File: src/design/comparator_cfg.svh
`ifndef COMPARATOR_CFG_SVH
`define COMPARATOR_CFG_SVH
// register offsets
`define CMP_OFS_INPUT_DISABLE 8'h17
`define CMP_OFS_CONTROL_STATUS 8'h1f
`define CMP_OFS_IO_CONTROL 8'h20
// control/status field positions
`define CMP_BIT_POWER_OFF 7
`define CMP_BIT_BANDGAP 6
`define CMP_BIT_RESULT 5
`define CMP_BIT_FLAG 4
`define CMP_BIT_IRQ_EN 3
`define CMP_BIT_CAPTURE 2
`define CMP_BIT_MODE_HI 1
`define CMP_BIT_MODE_LO 0
// io control field positions
`define CMP_BIT_PIN_EN 1
`define CMP_BIT_POS_SEL 0
// reset values
`define CMP_RST_BYTE 8'h00
`endif

File: src/design/comparator_pkg.sv
package comparator_pkg;
  typedef enum logic [1:0] {
    MODE_TOGGLE = 2'h0,
    MODE_RESERVED = 2'h1,
    MODE_FALL = 2'h2,
    MODE_RISE = 2'h3
  } event_mode_e;
endpackage

File: src/design/cmp_event_if.sv
`timescale 1ns/1ps
// carries the synchronised result and the chosen mode to the detector
interface cmp_event_if;
  logic level;
  comparator_pkg::event_mode_e mode;
  logic hit;
  modport ctrl (output level, output mode, input hit);
  modport det (input level, input mode, output hit);
endinterface

File: src/design/cmp_event_detect.sv
`timescale 1ns/1ps
// compares the synchronised result with its previous value
module cmp_event_detect (
  input wire logic clk_in, // system clock
  input wire logic arst_n_in, // async reset, active low
  cmp_event_if.det ev // level in, hit out
);
  typedef struct packed {
    logic prev;
  } det_state_s;
  det_state_s state;
  det_state_s next_state;
  logic rise;
  logic fall;

  // ==========================================
  // edge detection
  // one-cycle history comparison
  always_comb begin
    next_state = state;
    next_state.prev = ev.level;
    rise = ev.level & ~state.prev;
    fall = ~ev.level & state.prev;
    unique case (ev.mode)
      comparator_pkg::MODE_TOGGLE: ev.hit = rise | fall;
      comparator_pkg::MODE_RESERVED: ev.hit = 1'b0; // reserved never fires
      comparator_pkg::MODE_FALL: ev.hit = fall;
      comparator_pkg::MODE_RISE: ev.hit = rise;
    endcase
  end

  always_ff @(posedge clk_in or negedge arst_n_in) begin
    if (!arst_n_in) begin
      state <= '0;
    end else begin
      state <= next_state;
    end
  end

  chk_reserved_quiet: assert property (@(posedge clk_in) disable iff (!arst_n_in)
    ev.mode == comparator_pkg::MODE_RESERVED |-> !ev.hit)
    else $error("reserved mode raised an event");
  // rising mode fires only on rise
  chk_rise_mode: assert property (@(posedge clk_in) disable iff (!arst_n_in)
    (ev.mode == comparator_pkg::MODE_RISE && ev.hit) |-> (ev.level && !$past(ev.level)))
    else $error("rise event without rising edge");
endmodule

File: src/design/comparator_control.sv
`timescale 1ns/1ps
`include "comparator_cfg.svh"
// ==========================================
// Behaviour
// - raw result high when positive exceeds negative
// - power-off bit switches comparator off
// - bandgap bit enables internal reference
// - select bit picks bandgap or pin
// - result bit synchronised, one-two cycles late
// - matching event sets the flag
// - vector or written one clears flag
// - irq needs flag, enable, global enable
// - mode field selects toggle, fall, rise
// - capture bit routes result to timer
// - pin enable drives result out
// - disable bits force port inputs zero
// - only bits one and zero reach comparator
module comparator_control #(
  parameter int PIN_COUNT = 8 // analog pins with input buffers
) (
  input wire logic clk_in, // system clock 200 MHz
  input wire logic arst_n_in, // async reset, active low
  input wire logic [7:0] addr_in, // register address
  input wire logic [7:0] wdata_in, // write data
  input wire logic wr_in, // write strobe
  input wire logic rd_in, // read strobe
  output logic [7:0] rdata_out, // read data, cycle after strobe
  input wire logic analog_result_in, // raw result from analog core
  output logic comparator_power_off_out, // power down analog core
  output logic bandgap_enable_out, // reference enable
  output logic positive_input_select_out, // 1 bandgap, 0 pin
  input wire logic global_irq_enable_in, // processor global enable
  input wire logic irq_ack_in, // vector being executed
  output logic irq_out, // comparator interrupt request
  output logic capture_out, // result to timer capture front end
  output logic result_pin_out, // dedicated output pin level
  output logic result_pin_oe_out, // dedicated output pin enable
  input wire logic [PIN_COUNT-1:0] pin_digital_in, // buffered pin levels
  output logic [PIN_COUNT-1:0] pin_buffer_off_out, // buffer disables
  output logic [PIN_COUNT-1:0] port_read_out // port input bits
);
  // elaboration check: the disable register is eight bits wide and bits 1:0 are the comparator pins
  if (PIN_COUNT < 2 || PIN_COUNT > 8) begin
    $error("PIN_COUNT must be 2..8");
  end

  typedef struct packed {
    logic [7:0] input_disable;
    logic power_off;
    logic bandgap;
    logic flag;
    logic irq_en;
    logic capture;
    logic [1:0] mode;
    logic pin_en;
    logic pos_sel;
    logic sync1;
    logic sync2;
    logic [PIN_COUNT-1:0] pin_s1;
    logic [PIN_COUNT-1:0] pin_s2;
    logic [7:0] rdata;
  } ctl_state_s;
  ctl_state_s state;
  ctl_state_s next_state;

  cmp_event_if ev_if ();

  // ==========================================
  // event detector
  assign ev_if.level = state.sync2;
  assign ev_if.mode = comparator_pkg::event_mode_e'(state.mode);

  cmp_event_detect u_detect (
    .clk_in(clk_in),
    .arst_n_in(arst_n_in),
    .ev(ev_if.det)
  );

  // assembles the status byte; result bit is live, never stored by writes
  function automatic logic [7:0] status_byte(input ctl_state_s s);
    logic [7:0] b;
    b = 8'h00;
    b[`CMP_BIT_POWER_OFF] = s.power_off;
    b[`CMP_BIT_BANDGAP] = s.bandgap;
    b[`CMP_BIT_RESULT] = s.sync2;
    b[`CMP_BIT_FLAG] = s.flag;
    b[`CMP_BIT_IRQ_EN] = s.irq_en;
    b[`CMP_BIT_CAPTURE] = s.capture;
    b[`CMP_BIT_MODE_HI] = s.mode[1];
    b[`CMP_BIT_MODE_LO] = s.mode[0];
    return b;
  endfunction

  // ==========================================
  // next-state logic
  always_comb begin
    next_state = state;
    // raw result enters through two flops, it is asynchronous
    // second stage is the readable result
    next_state.sync1 = analog_result_in;
    next_state.sync2 = state.sync1;
    next_state.pin_s1 = pin_digital_in;
    next_state.pin_s2 = state.pin_s1;
    // register writes
    if (wr_in) begin
      if (addr_in == `CMP_OFS_CONTROL_STATUS) begin
        next_state.power_off = wdata_in[`CMP_BIT_POWER_OFF];
        next_state.bandgap = wdata_in[`CMP_BIT_BANDGAP];
        next_state.irq_en = wdata_in[`CMP_BIT_IRQ_EN];
        next_state.capture = wdata_in[`CMP_BIT_CAPTURE];
        next_state.mode = {wdata_in[`CMP_BIT_MODE_HI], wdata_in[`CMP_BIT_MODE_LO]};
        if (wdata_in[`CMP_BIT_FLAG]) begin
          next_state.flag = 1'b0;
        end
      end else if (addr_in == `CMP_OFS_IO_CONTROL) begin
        next_state.pin_en = wdata_in[`CMP_BIT_PIN_EN];
        next_state.pos_sel = wdata_in[`CMP_BIT_POS_SEL];
      end else if (addr_in == `CMP_OFS_INPUT_DISABLE) begin
        next_state.input_disable = wdata_in;
      end
    end
    if (irq_ack_in) begin
      next_state.flag = 1'b0;
    end
    if (ev_if.hit) begin
      next_state.flag = 1'b1;
    end
    // reads answer one cycle later; unmapped reads zero
    next_state.rdata = 8'h00;
    if (rd_in) begin
      unique case (addr_in)
        `CMP_OFS_CONTROL_STATUS: next_state.rdata = status_byte(state);
        `CMP_OFS_IO_CONTROL: begin
          next_state.rdata[`CMP_BIT_PIN_EN] = state.pin_en;
          next_state.rdata[`CMP_BIT_POS_SEL] = state.pos_sel;
        end
        `CMP_OFS_INPUT_DISABLE: next_state.rdata = state.input_disable;
        default: next_state.rdata = 8'h00;
      endcase
    end
  end

  // ==========================================
  // state register
  // every field resets to zero
  always_ff @(posedge clk_in or negedge arst_n_in) begin
    if (!arst_n_in) begin
      state <= '0;
    end else begin
      state <= next_state;
    end
  end

  // ==========================================
  // outputs
  assign rdata_out = state.rdata;
  assign comparator_power_off_out = state.power_off;
  assign bandgap_enable_out = state.bandgap;
  assign positive_input_select_out = state.pos_sel;
  assign irq_out = state.flag & state.irq_en & global_irq_enable_in;
  // capture sees nothing when routing is off
  assign capture_out = state.capture & state.sync2;
  assign result_pin_out = state.pin_en & state.sync2;
  assign result_pin_oe_out = state.pin_en;
  // bits 1:0 cover the comparator pins, each bit below PIN_COUNT gates its own pin
  assign pin_buffer_off_out = state.input_disable[PIN_COUNT-1:0];
  assign port_read_out = state.pin_s2 & ~state.input_disable[PIN_COUNT-1:0];

  // ==========================================
  // checks
  // request needs all three
  chk_irq_gate: assert property (@(posedge clk_in) disable iff (!arst_n_in)
    irq_out |-> (state.flag && state.irq_en && global_irq_enable_in))
    else $error("interrupt without flag and enables");

  // two-flop latency, skipped while the flops still hold reset values
  chk_result_sync: assert property (@(posedge clk_in) disable iff (!arst_n_in)
    ($past(arst_n_in) && $past(arst_n_in, 2)) |-> state.sync2 == $past(analog_result_in, 2))
    else $error("result bit latency wrong");

  chk_flag_set: assert property (@(posedge clk_in) disable iff (!arst_n_in)
    ev_if.hit |=> state.flag)
    else $error("event did not set flag");

  chk_flag_ack: assert property (@(posedge clk_in) disable iff (!arst_n_in)
    (irq_ack_in && !ev_if.hit) |=> !state.flag)
    else $error("vector did not clear flag");

  chk_flag_w1c: assert property (@(posedge clk_in) disable iff (!arst_n_in)
    (wr_in && addr_in == `CMP_OFS_CONTROL_STATUS && wdata_in[`CMP_BIT_FLAG] && !ev_if.hit) |=> !state.flag)
    else $error("write one did not clear flag");

  chk_flag_hold: assert property (@(posedge clk_in) disable iff (!arst_n_in)
    (!state.flag && !ev_if.hit) |=> !state.flag)
    else $error("flag set without event");

  chk_power_write: assert property (@(posedge clk_in) disable iff (!arst_n_in)
    (wr_in && addr_in == `CMP_OFS_CONTROL_STATUS) |=>
      comparator_power_off_out == $past(wdata_in[`CMP_BIT_POWER_OFF]))
    else $error("power-off bit not written");

  chk_port_zero: assert property (@(posedge clk_in) disable iff (!arst_n_in)
    (port_read_out & state.input_disable[PIN_COUNT-1:0]) == '0)
    else $error("disabled pin reads non-zero");

  chk_pin_drive: assert property (@(posedge clk_in) disable iff (!arst_n_in)
    !result_pin_oe_out |-> !result_pin_out)
    else $error("pin driven while disabled");

  chk_capture_off: assert property (@(posedge clk_in) disable iff (!arst_n_in)
    !state.capture |-> !capture_out)
    else $error("capture fed while routing off");

  chk_read_answer: assert property (@(posedge clk_in) disable iff (!arst_n_in)
    (rd_in && addr_in == `CMP_OFS_INPUT_DISABLE) |=> rdata_out == $past(state.input_disable))
    else $error("read data wrong");

  // ==========================================
  // register map checks
  // status byte layout
  chk_status_read: assert property (@(posedge clk_in) disable iff (!arst_n_in)
    (rd_in && addr_in == `CMP_OFS_CONTROL_STATUS) |=>
      rdata_out == {$past(state.power_off), $past(state.bandgap), $past(state.sync2), $past(state.flag),
      $past(state.irq_en), $past(state.capture), $past(state.mode)})
    else $error("status byte layout wrong");

  chk_read_idle: assert property (@(posedge clk_in) disable iff (!arst_n_in)
    !rd_in |=> rdata_out == 8'h00)
    else $error("read data outside its cycle");

  chk_io_read: assert property (@(posedge clk_in) disable iff (!arst_n_in)
    (rd_in && addr_in == `CMP_OFS_IO_CONTROL) |=> rdata_out == {6'h00, $past(state.pin_en), $past(state.pos_sel)})
    else $error("io control read wrong");

  chk_unmapped_read: assert property (@(posedge clk_in) disable iff (!arst_n_in)
    (rd_in && addr_in != `CMP_OFS_CONTROL_STATUS && addr_in != `CMP_OFS_IO_CONTROL
      && addr_in != `CMP_OFS_INPUT_DISABLE) |=> rdata_out == 8'h00)
    else $error("unmapped read not zero");

  chk_bandgap_write: assert property (@(posedge clk_in) disable iff (!arst_n_in)
    (wr_in && addr_in == `CMP_OFS_CONTROL_STATUS) |=> bandgap_enable_out == $past(wdata_in[`CMP_BIT_BANDGAP]))
    else $error("bandgap bit not written");

  chk_select_write: assert property (@(posedge clk_in) disable iff (!arst_n_in)
    (wr_in && addr_in == `CMP_OFS_IO_CONTROL) |=> positive_input_select_out == $past(wdata_in[`CMP_BIT_POS_SEL]))
    else $error("select bit not written");

  chk_pin_en_write: assert property (@(posedge clk_in) disable iff (!arst_n_in)
    (wr_in && addr_in == `CMP_OFS_IO_CONTROL) |=> result_pin_oe_out == $past(wdata_in[`CMP_BIT_PIN_EN]))
    else $error("pin enable not written");

  chk_mode_write: assert property (@(posedge clk_in) disable iff (!arst_n_in)
    (wr_in && addr_in == `CMP_OFS_CONTROL_STATUS) |=>
      state.mode == {$past(wdata_in[`CMP_BIT_MODE_HI]), $past(wdata_in[`CMP_BIT_MODE_LO])})
    else $error("mode field not written");

  chk_irqen_write: assert property (@(posedge clk_in) disable iff (!arst_n_in)
    (wr_in && addr_in == `CMP_OFS_CONTROL_STATUS) |=> state.irq_en == $past(wdata_in[`CMP_BIT_IRQ_EN]))
    else $error("irq enable not written");

  chk_capture_write: assert property (@(posedge clk_in) disable iff (!arst_n_in)
    (wr_in && addr_in == `CMP_OFS_CONTROL_STATUS) |=> state.capture == $past(wdata_in[`CMP_BIT_CAPTURE]))
    else $error("capture bit not written");

  chk_disable_write: assert property (@(posedge clk_in) disable iff (!arst_n_in)
    (wr_in && addr_in == `CMP_OFS_INPUT_DISABLE) |=> pin_buffer_off_out == $past(wdata_in[PIN_COUNT-1:0]))
    else $error("disable bits not written");

  chk_power_hold: assert property (@(posedge clk_in) disable iff (!arst_n_in)
    !wr_in |=> $stable(comparator_power_off_out))
    else $error("power-off changed without a write");

  // ==========================================
  // result path and event checks
  // pin follows result
  chk_pin_follow: assert property (@(posedge clk_in) disable iff (!arst_n_in)
    result_pin_oe_out |-> result_pin_out == state.sync2)
    else $error("pin does not follow result");

  chk_capture_follow: assert property (@(posedge clk_in) disable iff (!arst_n_in)
    state.capture |-> capture_out == state.sync2)
    else $error("capture does not follow result");

  chk_irq_global: assert property (@(posedge clk_in) disable iff (!arst_n_in)
    !global_irq_enable_in |-> !irq_out)
    else $error("request with global enable off");

  chk_flag_keep: assert property (@(posedge clk_in) disable iff (!arst_n_in)
    (state.flag && !irq_ack_in && !(wr_in && addr_in == `CMP_OFS_CONTROL_STATUS && wdata_in[`CMP_BIT_FLAG]))
      |=> state.flag)
    else $error("flag lost without a clear");

  chk_toggle_fire: assert property (@(posedge clk_in) disable iff (!arst_n_in)
    (state.mode == 2'h0 && state.sync2 != $past(state.sync2)) |=> state.flag)
    else $error("toggle missed");

  chk_fall_fire: assert property (@(posedge clk_in) disable iff (!arst_n_in)
    (state.mode == 2'h2 && !state.sync2 && $past(state.sync2)) |=> state.flag)
    else $error("falling edge missed");

  chk_rise_fire: assert property (@(posedge clk_in) disable iff (!arst_n_in)
    (state.mode == 2'h3 && state.sync2 && !$past(state.sync2)) |=> state.flag)
    else $error("rising edge missed");

  // pin levels two flops late, skipped while the flops still hold reset values
  chk_pin_sync: assert property (@(posedge clk_in) disable iff (!arst_n_in)
    ($past(arst_n_in) && $past(arst_n_in, 2)) |-> state.pin_s2 == $past(pin_digital_in, 2))
    else $error("pin level latency wrong");
endmodule

File: config.mk
export PLATFORM = sky130hd
export DESIGN_NAME = comparator_control
export DESIGN_NICKNAME = d
export VERILOG_FILES = /design/src/design/comparator_pkg.sv /design/src/design/cmp_event_if.sv /design/src/design/cmp_event_detect.sv /design/src/design/comparator_control.sv
export VERILOG_INCLUDE_DIRS = /design/src /design/src/design
export SDC_FILE = /design/constraint.sdc
export NUM_CORES = 1
export LEC_CHECK = 0
export BUFFER_PORTS_ARGS = -buffer_cell sky130_fd_sc_hd__buf_4
export CORE_MARGIN = 5
export CORE_UTILIZATION = 35
export CTS_CLUSTER_SIZE = 10
export DETAILED_ROUTE_END_ITERATION = 7
export PLACE_DENSITY = 0.64
export SYNTH_ARGS = -nofsm -noshare
export SYNTH_HDL_FRONTEND = slang
export SYNTH_HIERARCHICAL = 1
export SYNTH_SLANG_ARGS = --single-unit
File: constraint.sdc
create_clock -name clk_in -period 1.6 [get_ports clk_in]
set_clock_uncertainty 0.2 [all_clocks]
set_input_delay 0.24 -clock clk_in [delete_from_list [all_inputs] [get_ports clk_in]]
set_output_delay 0.24 -clock clk_in [all_outputs]
set_load 0.02 [all_outputs]
# Yosys cells after proc, flatten, opt, wreduce, memory -nomap -nowiden
# Index checks and enable logic that the tools add are counted.
[word_totals] ramBits=0 register_bits=44 memories=0 in_bits=31 latchBits=0 elab_cells=53 output_inout_bits=31 romBits=0
[op_classes] reduce_logical=8 multipliers=0 n_mux=11 shift=0 n_eq_ne=6 order_cmp=0 addsub=0 div_mod_pow=0 n_bitwise=13
[ops] op="8-bit by 5-bit == test with 1-bit output (second input constant)" n=2
[ops] op="6-bit case mux with 2 select lines" n=1
[ops] op="3-bit nonzero test" n=3
[ops] op="8-bit AND" n=1
[ops] op="8-bit by 6-bit == test with 1-bit output (second input constant)" n=1
[ops] op="8-bit two-way mux" n=1
[ops] op="8-bit NOT" n=1
[ops] op="7-bit two-way mux" n=1
[ops] op="1-bit AND" n=6
[ops] op="2-bit case mux with 3 select lines" n=1
[ops] op="3-bit AND reduction" n=2
[ops] op="5-bit two-way mux" n=1
[ops] op="2-bit == test (second input constant)" n=2
[ops] op="2-bit two-way mux" n=2
[ops] op="1-bit NOT" n=4
[ops] op="1-bit case mux with 4 select lines" n=1
[ops] op="4-bit AND reduction" n=1
[ops] op="1-bit two-way mux" n=3
[ops] op="2-bit by 1-bit == test with 1-bit output (second input constant)" n=1
[ops] op="2-bit logical NOT" n=1
[ops] op="2-bit AND reduction" n=1
[ops] op="1-bit OR" n=1

# Depth between registers and ports, before layout
# Gate-level depths: netlist of run 1.
[logic_depth] word_depth=6 mapped_depth=5

# Cells and area by module
# Netlist of run 1, hierarchy kept.
[by_module_without_submodules] mod="comparator_control" instances=1 area_per_inst_um2=1746.7 cells_per_inst=123
[by_module_without_submodules] mod="cmp_event_detect" instances=1 area_per_inst_um2=81.3 cells_per_inst=8

# Worst setup path before layout of run 1
# OpenSTA, ideal clock, no wires.
[synth_timing] kind="in2reg" startpoint="input port addr_in[6]" endpoint="register state, in the netlist pin_buffer_off_out[0]" setup_slack_ns=-0.016 required_time_ns=1.275 t_arrival_ns=1.291 path_buffers=0 setup_time_ns=0.125 path_stages=3 cell_sequence="nand4bb_4 > nor4_4 > mux2_2"
[synth_between] elab_chain_len=3 word_cells_on_any_way=6 classes_between="eq/ne: 3; bitwise: 2; reduce/logical: 1"
[synth_lines] item="start: declaration" line="comparator_control.sv:23" source="input wire logic [7:0] addr_in,"
[synth_lines] item="8-bit by 6-bit == test with 1-bit output or 8-bit by 5-bit == test with 1-bit output (tied branches)"
[synth_lines] item="1-bit NOT (no source line)"
[synth_lines] item="4-bit AND reduction (no source line) *"
[synth_lines] item="end signal: assignment" line="comparator_control.sv:150" source="state <= next_state;"
[synth_lines] item="end: declaration" line="comparator_control.sv:63" source="ctl_state_s state;"
# Every way passes the cells marked *; elsewhere a longest branch is shown, timed or not.
# A chain may end at the register's enable or synchronous reset.

# Worst setup path in the final report of run 1
[layout_timing] startpoint="register state, in the netlist ev_if.level" endpoint="output port capture_out"
[layout_between] elab_chain_len=1
[layout_lines] item="1-bit AND" line="comparator_control.sv:162" source="assign capture_out = state.capture & state.sync2;"
[layout_lines] item="end: declaration" line="comparator_control.sv:35" source="output logic capture_out,"
# Every way passes these cells.

==> results.toml, run 1 <==
[worst_setup_path]
end_kind = "primary output"
worstPathArrival_ns = 1.11
start_kind = "flip-flop"
worstSetupPathType = "reg -> out"
crit_buf_inv = 2
cpPeakStageDelay_ns = 0.41
ff2ff_setup_slack_ns = 0.07
worst-endpoint-required_ns = 1.16
rr_startpoint = "ev_if.level$_DFF_PN0_"
crit_end = "capture_out"
startpoint = "ev_if.level$_DFF_PN0_"
cpMostUsedCell = "buf_6"
r2r_cells = 5
slowest_stage = "dfrtp_1"
critical_path.cell_chain = "buf_6, and2_4, buf_6"
critical_path_peak_fanout = 4
r2r_end = "state[32]$_DFFE_PN0P_"
crit_family = "flip-flops"
cp.depth = 3

[die]
ioPinCount = 62
die_h_um = 82.3
start_util_pct = 36.0
fp-row-count = 26
die_area_um2 = 6770
fp.dieW_um = 82.3
core_area_um2 = 5070

[clocking]
htreeDepth = 2
ctsRootBufferMaster = "clkbuf_8"
clk_latency_ns = 0.29
clk_pin_slew_ns = 0.08
numCtsBuffers = 5
cts.sinks = 44
clock_path_buffers = 2
tritoncts = "yes"
cts_setup_buffers = 0

[final_layout]
fillers = 480
areaGrowthSynthToFinish_pct = 41.8
drive_above_1_share_pct = 48.3
regArea_um2 = 1100
final_nets = 239
fin_cells = 277
diodes = 0
multi_input_area_um2 = 586

[logic_synthesis]
ys_seq_elements = 44
async_flop_share_pct = 100
post-synth-top-area-cell = "dfrtp_1"
syn_avg_cell_area_um2 = 14.0
synth_edf_count = 0
ys.flop_type = "dfrtp_1"
synth.area.top_cells = "dfrtp_1 (60%), mux2_2 (11%), buf_4 (6.6%)"
syn_inst = 131
yosys_warnings = 6
seq_area_frac_synth_pct = 60.2
synth_fp_nets = 164
synth_top_cell_area_share_pct = 60.2
synth.distinct_cells = 27
netlist_area_um2 = 1830

[hold_path]
hp-class = "in -> reg"
hp-start = "wdata_in[0]"
whs_path_depth = 2

[timing]
slew_viol_final = 0
rsz0062_at_grt = "false"
whs_ns = 0.0167
hold_viol = 0
min_period_ns = 1.55
setup_slack_ns = 0.0544
max_freq_ghz = 0.647
setup_viol = 0
slew_headroom_pct = 64.2
tightest_slew_ns = 0.537
period_share_pct = 96.6

[power_and_ir_drop]
finalPower_uw = 2310
max-vdd-ir-drop_mv = 0.592
p_comb_share_pct = 12.7
switching_share_pct = 23.0
seqPwrFrac_pct = 51.4
p_switching_uw = 532
p_int_uw = 1780
cellPowerDensity_nw_per_um2 = 892
p_leak_uw = 0.00130
pwr-share-clk_pct = 36.0

[global_route]
globalRouteTotalUtil_pct = 12.8
grt_max_degree = 45
grt_pass1_vias = 1358
overflow = 0
grt_pass1_wl_um = 6390
antenna_found_initial = 0

[place]
dp_cells = 252
pre_cts_ws_ns = -0.126
gp_congestion = 0.719
port_buffers = 61
dp_hpwl_um = 3050

[detailed_routing]
route.detailed.drc = 0
routed_wl_um = 4110
via_per_inst = 4.43
num_vias = 1227
drt-initial-drc-count = 42
ant_nets = 0
wire_per_inst_um = 14.8
firstDrtPassIters = 4

[outcome]
outcome = "complete, no violations"

[job]
drv_cap = 0
## layer usage
layer	part of all wire [%]	GRT usage (%)
met1	42	15.9
met2	48	20.0
met3	8.1	4.99
met4	1.6	5.32
met5	0	0
## worst register-to-register path, cell delays in order, from the launching register on
cell and delay, ns:
dfrtp_1 0.39, inv_1 0.06, ha_1 0.16, mux2_1 0.29, a21o_1 0.18, nand2b_1 0.13
## final cells by class
class / instances / share of cell area [%]
sequential: 44 / 42.5
timing repair buffer: 85 / 26.7
multi-input combinational: 66 / 22.6
tap: 70 / 3.38
clock buffer: 5 / 2.65
clock inverter: 3 / 1.64
inverter: 4 / 0.579
## synth_stat cells (all sizes together), types with 4 or more instances
master and instances:
buf 17, dfrtp 44, inv 4, mux2 19
mux2i 6, nand3 7, nor2 6, nor2b 8
## repair_timing
item,in CTS,in global routing
hold endpoints to repair,63,1
cloned,0,0
resized for setup,1,4
hold buffers,16,1
endpoints found under the setup margin,1,2
## state kept, by name, summed over array words and instances (netlist names), 2 cells and up
register / count
rdata_out: 8
pin_buffer_off_out: 8
next_state: 9
ev_if.mode: 2
state: 11
## kinds of logic after synthesis
logic type	after synthesis	synth area share [%]
flip-flops	44	60.2
AND/OR/NAND/NOR	35	13.7
multiplexers	25	15.0
buffers and inverters	21	8.01
AO/OA/AOI/OAI	4	1.71
adder cells (fa/ha/maj)	2	1.37
## power by group through the flow
stage | logic, uW | registers (uW) | clock network, uW
final | 292 | 1190 | 832
after global placement | 253 | 1210 | 0
after detailed placement | 259 | 1210 | 0
after floorplan | 122 | 1210 | 0
after global routing | 319 | 1190 | 910
after CTS | 292 | 1190 | 853
## layout by cell type, fill, tap and decap left out, types with 2 or more instances in the layout
cell type	count
nand3_1	7
clkbuf_8	5
mux2_2	18
a21boi_0	2
mux2i_1	6
ha_1	2
dlygate4sd3_1	17
and2_4	2
nor2b_1	8
buf_6	3
inv_1	4
nor2_1	6
dfrtp_1	44
buf_4	65
## through the flow
stage | instance area (um^2) | utilization (%) | setup TNS (ns)
2_1_floorplan | 1830 | - | -0.126
3_3_place_gp | 2290 | 45.2 | -1.29
3_5_place_dp | 2290 | 45.2 | -1.46
4_1_cts | 2570 | 50.6 | 0
5_1_grt | 2590 | 51.1 | 0
6_report | 2590 | 51.1 | 0
## worst min-delay path by stage
| stage | to | slack [ns] |
|---|---|---|
| after global placement | rdata_out[3]$_DFF_PN0_ | 0.05 |
| final | pin_buffer_off_out[0]$_DFFE_PN0P_ | 0.02 |
| after CTS | result_pin_oe_out$_DFFE_PN0P_ | 0.005 |
| after detailed placement | rdata_out[3]$_DFF_PN0_ | 0.06 |
| after floorplan | bandgap_enable_out$_DFFE_PN0P_ | -0.26 |
| after global routing | pin_buffer_off_out[0]$_DFFE_PN0P_ | 0.002 |
No activity file was read; power rests on OpenSTA's default activity.
==> run 2, diff against run 1 <==
Settings changed: CELL_PAD_IN_SITES_DETAIL_PLACEMENT set to 2, CELL_PAD_IN_SITES_GLOBAL_PLACEMENT set to 2, CORE_UTILIZATION 35 to 34, PLACE_DENSITY 0.64 to 0.87.
Clock period 1.6 ns to 1.8 ns, I/O delays scaled along.
==> run 2 against run 1 <==
Against the previous run:
- register-to-register slack improved by 0.05 ns
- first-iteration DRC count shrank 62%
- combinational power down 15%
- utilization is 3.2 points lower
- worst setup slack improved by 0.066 ns
- via count increased by 0.49%
- critical path type is now reg -> reg
- highest routed layer unchanged
==> results.toml, run 2 (synthesis results as in run 1) <==
[global_route]
antenna_found_initial = 0
overflow = 0
grt_max_degree = 45
grt_pass1_vias = 1456
grt_pass1_wl_um = 7910
globalRouteTotalUtil_pct = 14.5

[die]
die_h_um = 83.3
fp.dieW_um = 83.3
die_area_um2 = 6940
core_area_um2 = 5170
ioPinCount = 62
start_util_pct = 35.3
fp-row-count = 26

[final_layout]
final_nets = 230
regMostFlops = "state"
largest_reg_flops = 11
diodes = 0
areaGrowthSynthToFinish_pct = 35.5
layout_commonest_cell = "buf_4"
final_cell_mix = "buf_4 (66), dfrtp_1 (44), mux2_2 (18), dlygate4sd3_1 (10), nor2b_1 (8)"
drive_above_1_share_pct = 48.5

[detailed_routing]
routed_wl_um = 4870
ant_nets = 0
wire_per_inst_um = 18.2
num_vias = 1233
drt-initial-drc-count = 16
route.detailed.drc = 0
via_per_inst = 4.60
firstDrtPassIters = 4

[worst_setup_path]
critical_path_peak_fanout = 6
rr_startpoint = "ev_if.level$_DFF_PN0_"
r2r_end = "state[32]$_DFFE_PN0P_"
startpoint = "ev_if.level$_DFF_PN0_"
cpPeakStageDelay_ns = 0.44
slowest_stage = "dfrtp_1"
ff2ff_setup_slack_ns = 0.12
worst-endpoint-required_ns = 1.77
r2r_cells = 5
crit_end = "state[32]$_DFFE_PN0P_"
critical_path.cell_chain = "inv_1, ha_1, mux2_1, a21o_1, nand2b_1"
worstPathArrival_ns = 1.65
worstSetupPathType = "reg -> reg"
start_kind = "flip-flop"
end_kind = "flip-flop"

[power_and_ir_drop]
max-vdd-ir-drop_mv = 0.388
cellPowerDensity_nw_per_um2 = 786
p_leak_uw = 0.00124

[place]
gp_congestion = 0.817
port_buffers = 61
dp_hpwl_um = 3550
pre_cts_ws_ns = -0.0146

[timing]
slew_headroom_pct = 63.1
setup_viol = 0
rsz0062_at_grt = "false"
hold_viol = 0
fin_tns_setup_ns = 0
setup_slack_ns = 0.120
slew_viol_final = 0
max_freq_ghz = 0.595
min_period_ns = 1.68
period_share_pct = 93.3
tightest_slew_ns = 0.553

[clocking]
clk_latency_ns = 0.29
cts.sinks = 44
htreeDepth = 2
numCtsBuffers = 5
clock_path_buffers = 2
clk_pin_slew_ns = 0.09
ctsRootBufferMaster = "clkbuf_8"
tritoncts = "yes"

[job]
drv_cap = 0

[hold_path]
hp-class = "in -> reg"
hp-start = "wdata_in[3]"

[outcome]
outcome = "complete, no violations"
## run 2: cell count changes in the layout (fill, tap and decap cells not counted), sizes merged
cell and delta:
bufinv -1, clkinvlp +1, dlygate4sd3 -7, clkinv -1, clkbuf +1, buf -2
## run 2: metal layers
metal	global-route usage (%)	part of all wire, %	vias up
li1	-	-	565
met1	16.0	40	625
met2	26.7	55	41
met3	4.55	5.3	2
met4	3.57	0.53	0
met5	0	0	-
## run 2: cell type report
class / instances / area [um^2]
fill: 508 / 2700
sequential: 44 / 1100
timing repair buffer: 76 / 596
multi-input combinational: 66 / 581
tap: 70 / 87.6
clock buffer: 6 / 82.6
clock inverter: 2 / 15.0
inverter: 4 / 15.0
## run 2: worst min-delay path by stage
| stage | end | slack [ns] | depth (start not counted) |
|---|---|---|---|
| after global routing | state[31]$_DFFE_PN0P_ | 0.006 | 2 |
| after detailed placement | next_state[13]$_DFF_PN0_ | 0.10 | 1 |
| after CTS | state[31]$_DFFE_PN0P_ | 0.006 | 2 |
| after floorplan | bandgap_enable_out$_DFFE_PN0P_ | -0.23 | 0 |
| after global placement | next_state[9]$_DFF_PN0_ | 0.09 | 1 |
| final | state[31]$_DFFE_PN0P_ | 0.01 | 2 |
## run 2: metrics by stage
step	power (uW)	hold slack (ns)	instances	instance area, um^2	util [%]
finish	1950	0.0126	268	2480	47.9
global route	2050	0.00620	268	2480	47.9
CTS	1980	0.00565	268	2480	47.9
detailed placement	1310	0.101	250	2280	44.1
global placement	1290	0.0922	250	2280	44.1
floorplan	1180	-0.226	131	1830	-
## run 2: power breakdown
group / internal, uW / switching, uW
Combinational: 129 / 119
Clock: 311 / 332
Sequential: 1030 / 29.0
Total: 1470 / 479
## run 2: critical path: cells and delay by family (launching register included)
kind | cells | cell delay, ns
mux | 1 | 0.29
compound gates | 1 | 0.20
flops | 1 | 0.44
fa+ha+maj | 1 | 0.19
buf+inv | 1 | 0.10
simple gates | 1 | 0.14
## run 2: timing repair
action                    CTS  global route
hold buffers               10             0
buffers inserted            0             0
hold endpoints to repair   53             0
gates resized for setup     0             0
==> run 3, diff against run 2 <==
Settings changed: SYNTH_HIERARCHICAL 1 to not set.
==> run 3 against run 2 <==
Against the previous run:
- clock-buffer cell count decreased by 1
- synthesized cell count decreased by 2.3%
- via count decreased by 1.4%
- first-iteration DRC count decreased by 50%
==> results.toml, run 3 <==
[detailed_routing]
route.detailed.drc = 0
wire_per_inst_um = 17.5
via_per_inst = 4.59
num_vias = 1216
ant_nets = 0
firstDrtPassIters = 4
routed_wl_um = 4630
drt-initial-drc-count = 8

[clocking]
htreeDepth = 2
numCtsBuffers = 5
clk_latency_ns = 0.30
cts.sinks = 44
ctsRootBufferMaster = "clkbuf_8"
clock_path_buffers = 2
clk_pin_slew_ns = 0.09
tritoncts = "yes"

[timing]
setup_viol = 0
slew_headroom_pct = 60.2
whs_ns = 0.0132
tightest_slew_ns = 0.588
min_period_ns = 1.59
slew_viol_final = 0
setup_slack_ns = 0.208
rsz0062_at_grt = "false"
period_share_pct = 88.5
fin_tns_setup_ns = 0
max_freq_ghz = 0.628
hold_viol = 0

[die]
fp.dieW_um = 82.7
ioPinCount = 62
core_area_um2 = 5110
start_util_pct = 35.2
die_area_um2 = 6840
die_h_um = 82.7
fp-row-count = 26

[logic_synthesis]
synth_edf_count = 0
netlist_area_um2 = 1800
ys_seq_elements = 44
yosys_warnings = 0
async_flop_share_pct = 100
yosysMostFrequentCell = "dfrtp_1"
synth_top_cell_area_share_pct = 61.3
post-synth-top-area-cell = "dfrtp_1"
synth.distinct_cells = 21
ys_top_cells_by_count = "dfrtp_1 (44), mux2_2 (18), buf_4 (17)"
syn_avg_cell_area_um2 = 14.0
synth_fp_nets = 161
syn_inst = 128
seq_area_frac_synth_pct = 61.3
synth.area.top_cells = "dfrtp_1 (61%), mux2_2 (11%), buf_4 (7.1%)"
ys.flop_type = "dfrtp_1"

[global_route]
grt_pass1_vias = 1425
overflow = 0
globalRouteTotalUtil_pct = 15.2
grt_max_degree = 45
antenna_found_initial = 0
grt_pass1_wl_um = 7490

[final_layout]
fin_cells = 265
regMostFlops = "state"
largest_reg_flops = 11
final_nets = 227
layout_commonest_cell = "buf_4"
fillers = 501
final_cell_mix = "buf_4 (67), dfrtp_1 (44), mux2_2 (18), nor2b_1 (11), dlygate4sd3_1 (11)"
diodes = 0
drive_above_1_share_pct = 48.7
areaGrowthSynthToFinish_pct = 37.3
multi_input_area_um2 = 546
regArea_um2 = 1100

[hold_path]
hp-class = "in -> reg"

[place]
gp_congestion = 0.717
port_buffers = 61
pre_cts_ws_ns = 0.00395
dp_cells = 246
dp_hpwl_um = 3530

[worst_setup_path]
ff2ff_setup_slack_ns = 0.21
worstSetupPathType = "reg -> reg"
start_kind = "flip-flop"
end_kind = "flip-flop"
worst-endpoint-required_ns = 1.78
rr_startpoint = "ev_if.level$_DFF_PN0_"
r2r_cells = 5
startpoint = "ev_if.level$_DFF_PN0_"
crit_end = "state[32]$_DFFE_PN0P_"
r2r_end = "state[32]$_DFFE_PN0P_"
critical_path_peak_fanout = 6
worstPathArrival_ns = 1.57

[power_and_ir_drop]
p_leak_uw = 0.00124
max-vdd-ir-drop_mv = 0.579
cellPowerDensity_nw_per_um2 = 831

[job]
drv_cap = 0

[outcome]
outcome = "complete, no violations"
## run 3: per-stage QoR
step / power (uW) / utilization (%) / instance area [um^2]
2_1_floorplan: 1180 / - / 1800
3_3_place_gp: 1290 / 43.9 / 2240
3_5_place_dp: 1300 / 43.9 / 2240
4_1_cts: 2080 / 48.3 / 2470
5_1_grt: 2150 / 48.3 / 2470
6_report: 2050 / 48.3 / 2470
## run 3: routing by layer
layer | vias up | share of wire [%] | GRT usage [%]
met5 | - | 0 | 0
met4 | 0 | 1.2 | 4.25
met3 | 8 | 6.5 | 5.21
met2 | 40 | 55 | 28.3
met1 | 620 | 37 | 16.3
li1 | 548 | - | -
## run 3: kinds of logic after synthesis
family,synth area share [%]
flip-flops,61.3
buffers and inverters,8.36
AND/OR/NAND/NOR,12.3
adder cells (fa/ha/maj),1.39
multiplexers,15.2
AO/OA/AOI/OAI,1.46
## run 3: critical path, stage by stage (launching register included)
cell	delay, ns
dfrtp_1	0.48
inv_1	0.07
ha_1	0.20
mux2i_1	0.12
nor2b_1	0.06
a2111o_1	0.35
## run 3: power by group
group | switching [uW] | internal [uW]
combinational | 112 | 127
sequential | 28.5 | 1030
clock | 342 | 411
## run 3: repair_timing
action / 4_1_cts / 5_1_grt
endpoints found under the hold margin: 54 / 0
hold buffers: 11 / 0
setup buffers: 0 / 0
resized for setup: 0 / 0
## run 3: layout make-up
cell class              instances  share of cell area (%)
multi-input cells              63                    22.1
clock buffers                   5                    2.79
inverters                       2                   0.304
flip-flops and latches         44                    44.6
repair buffers                 78                    24.9
clock inverters                 3                    1.73
well taps                      70                    3.55
## run 3: worst min path at each step
stage,start,endpoint,slack (ns),depth (start not counted)
after detailed placement,arst_n_in,state[9]$_DFF_PN0_,0.1,1
after CTS,wdata_in[6],bandgap_enable_out$_DFFE_PN0P_,0.003,2
after global routing,wdata_in[7],comparator_power_off_out$_DFFE_PN0P_,0.0004,2
after global placement,arst_n_in,next_state[8]$_DFF_PN0_,0.08,1
after floorplan,arst_n_in,bandgap_enable_out$_DFFE_PN0P_,-0.23,0
final,wdata_in[6],bandgap_enable_out$_DFFE_PN0P_,0.01,2
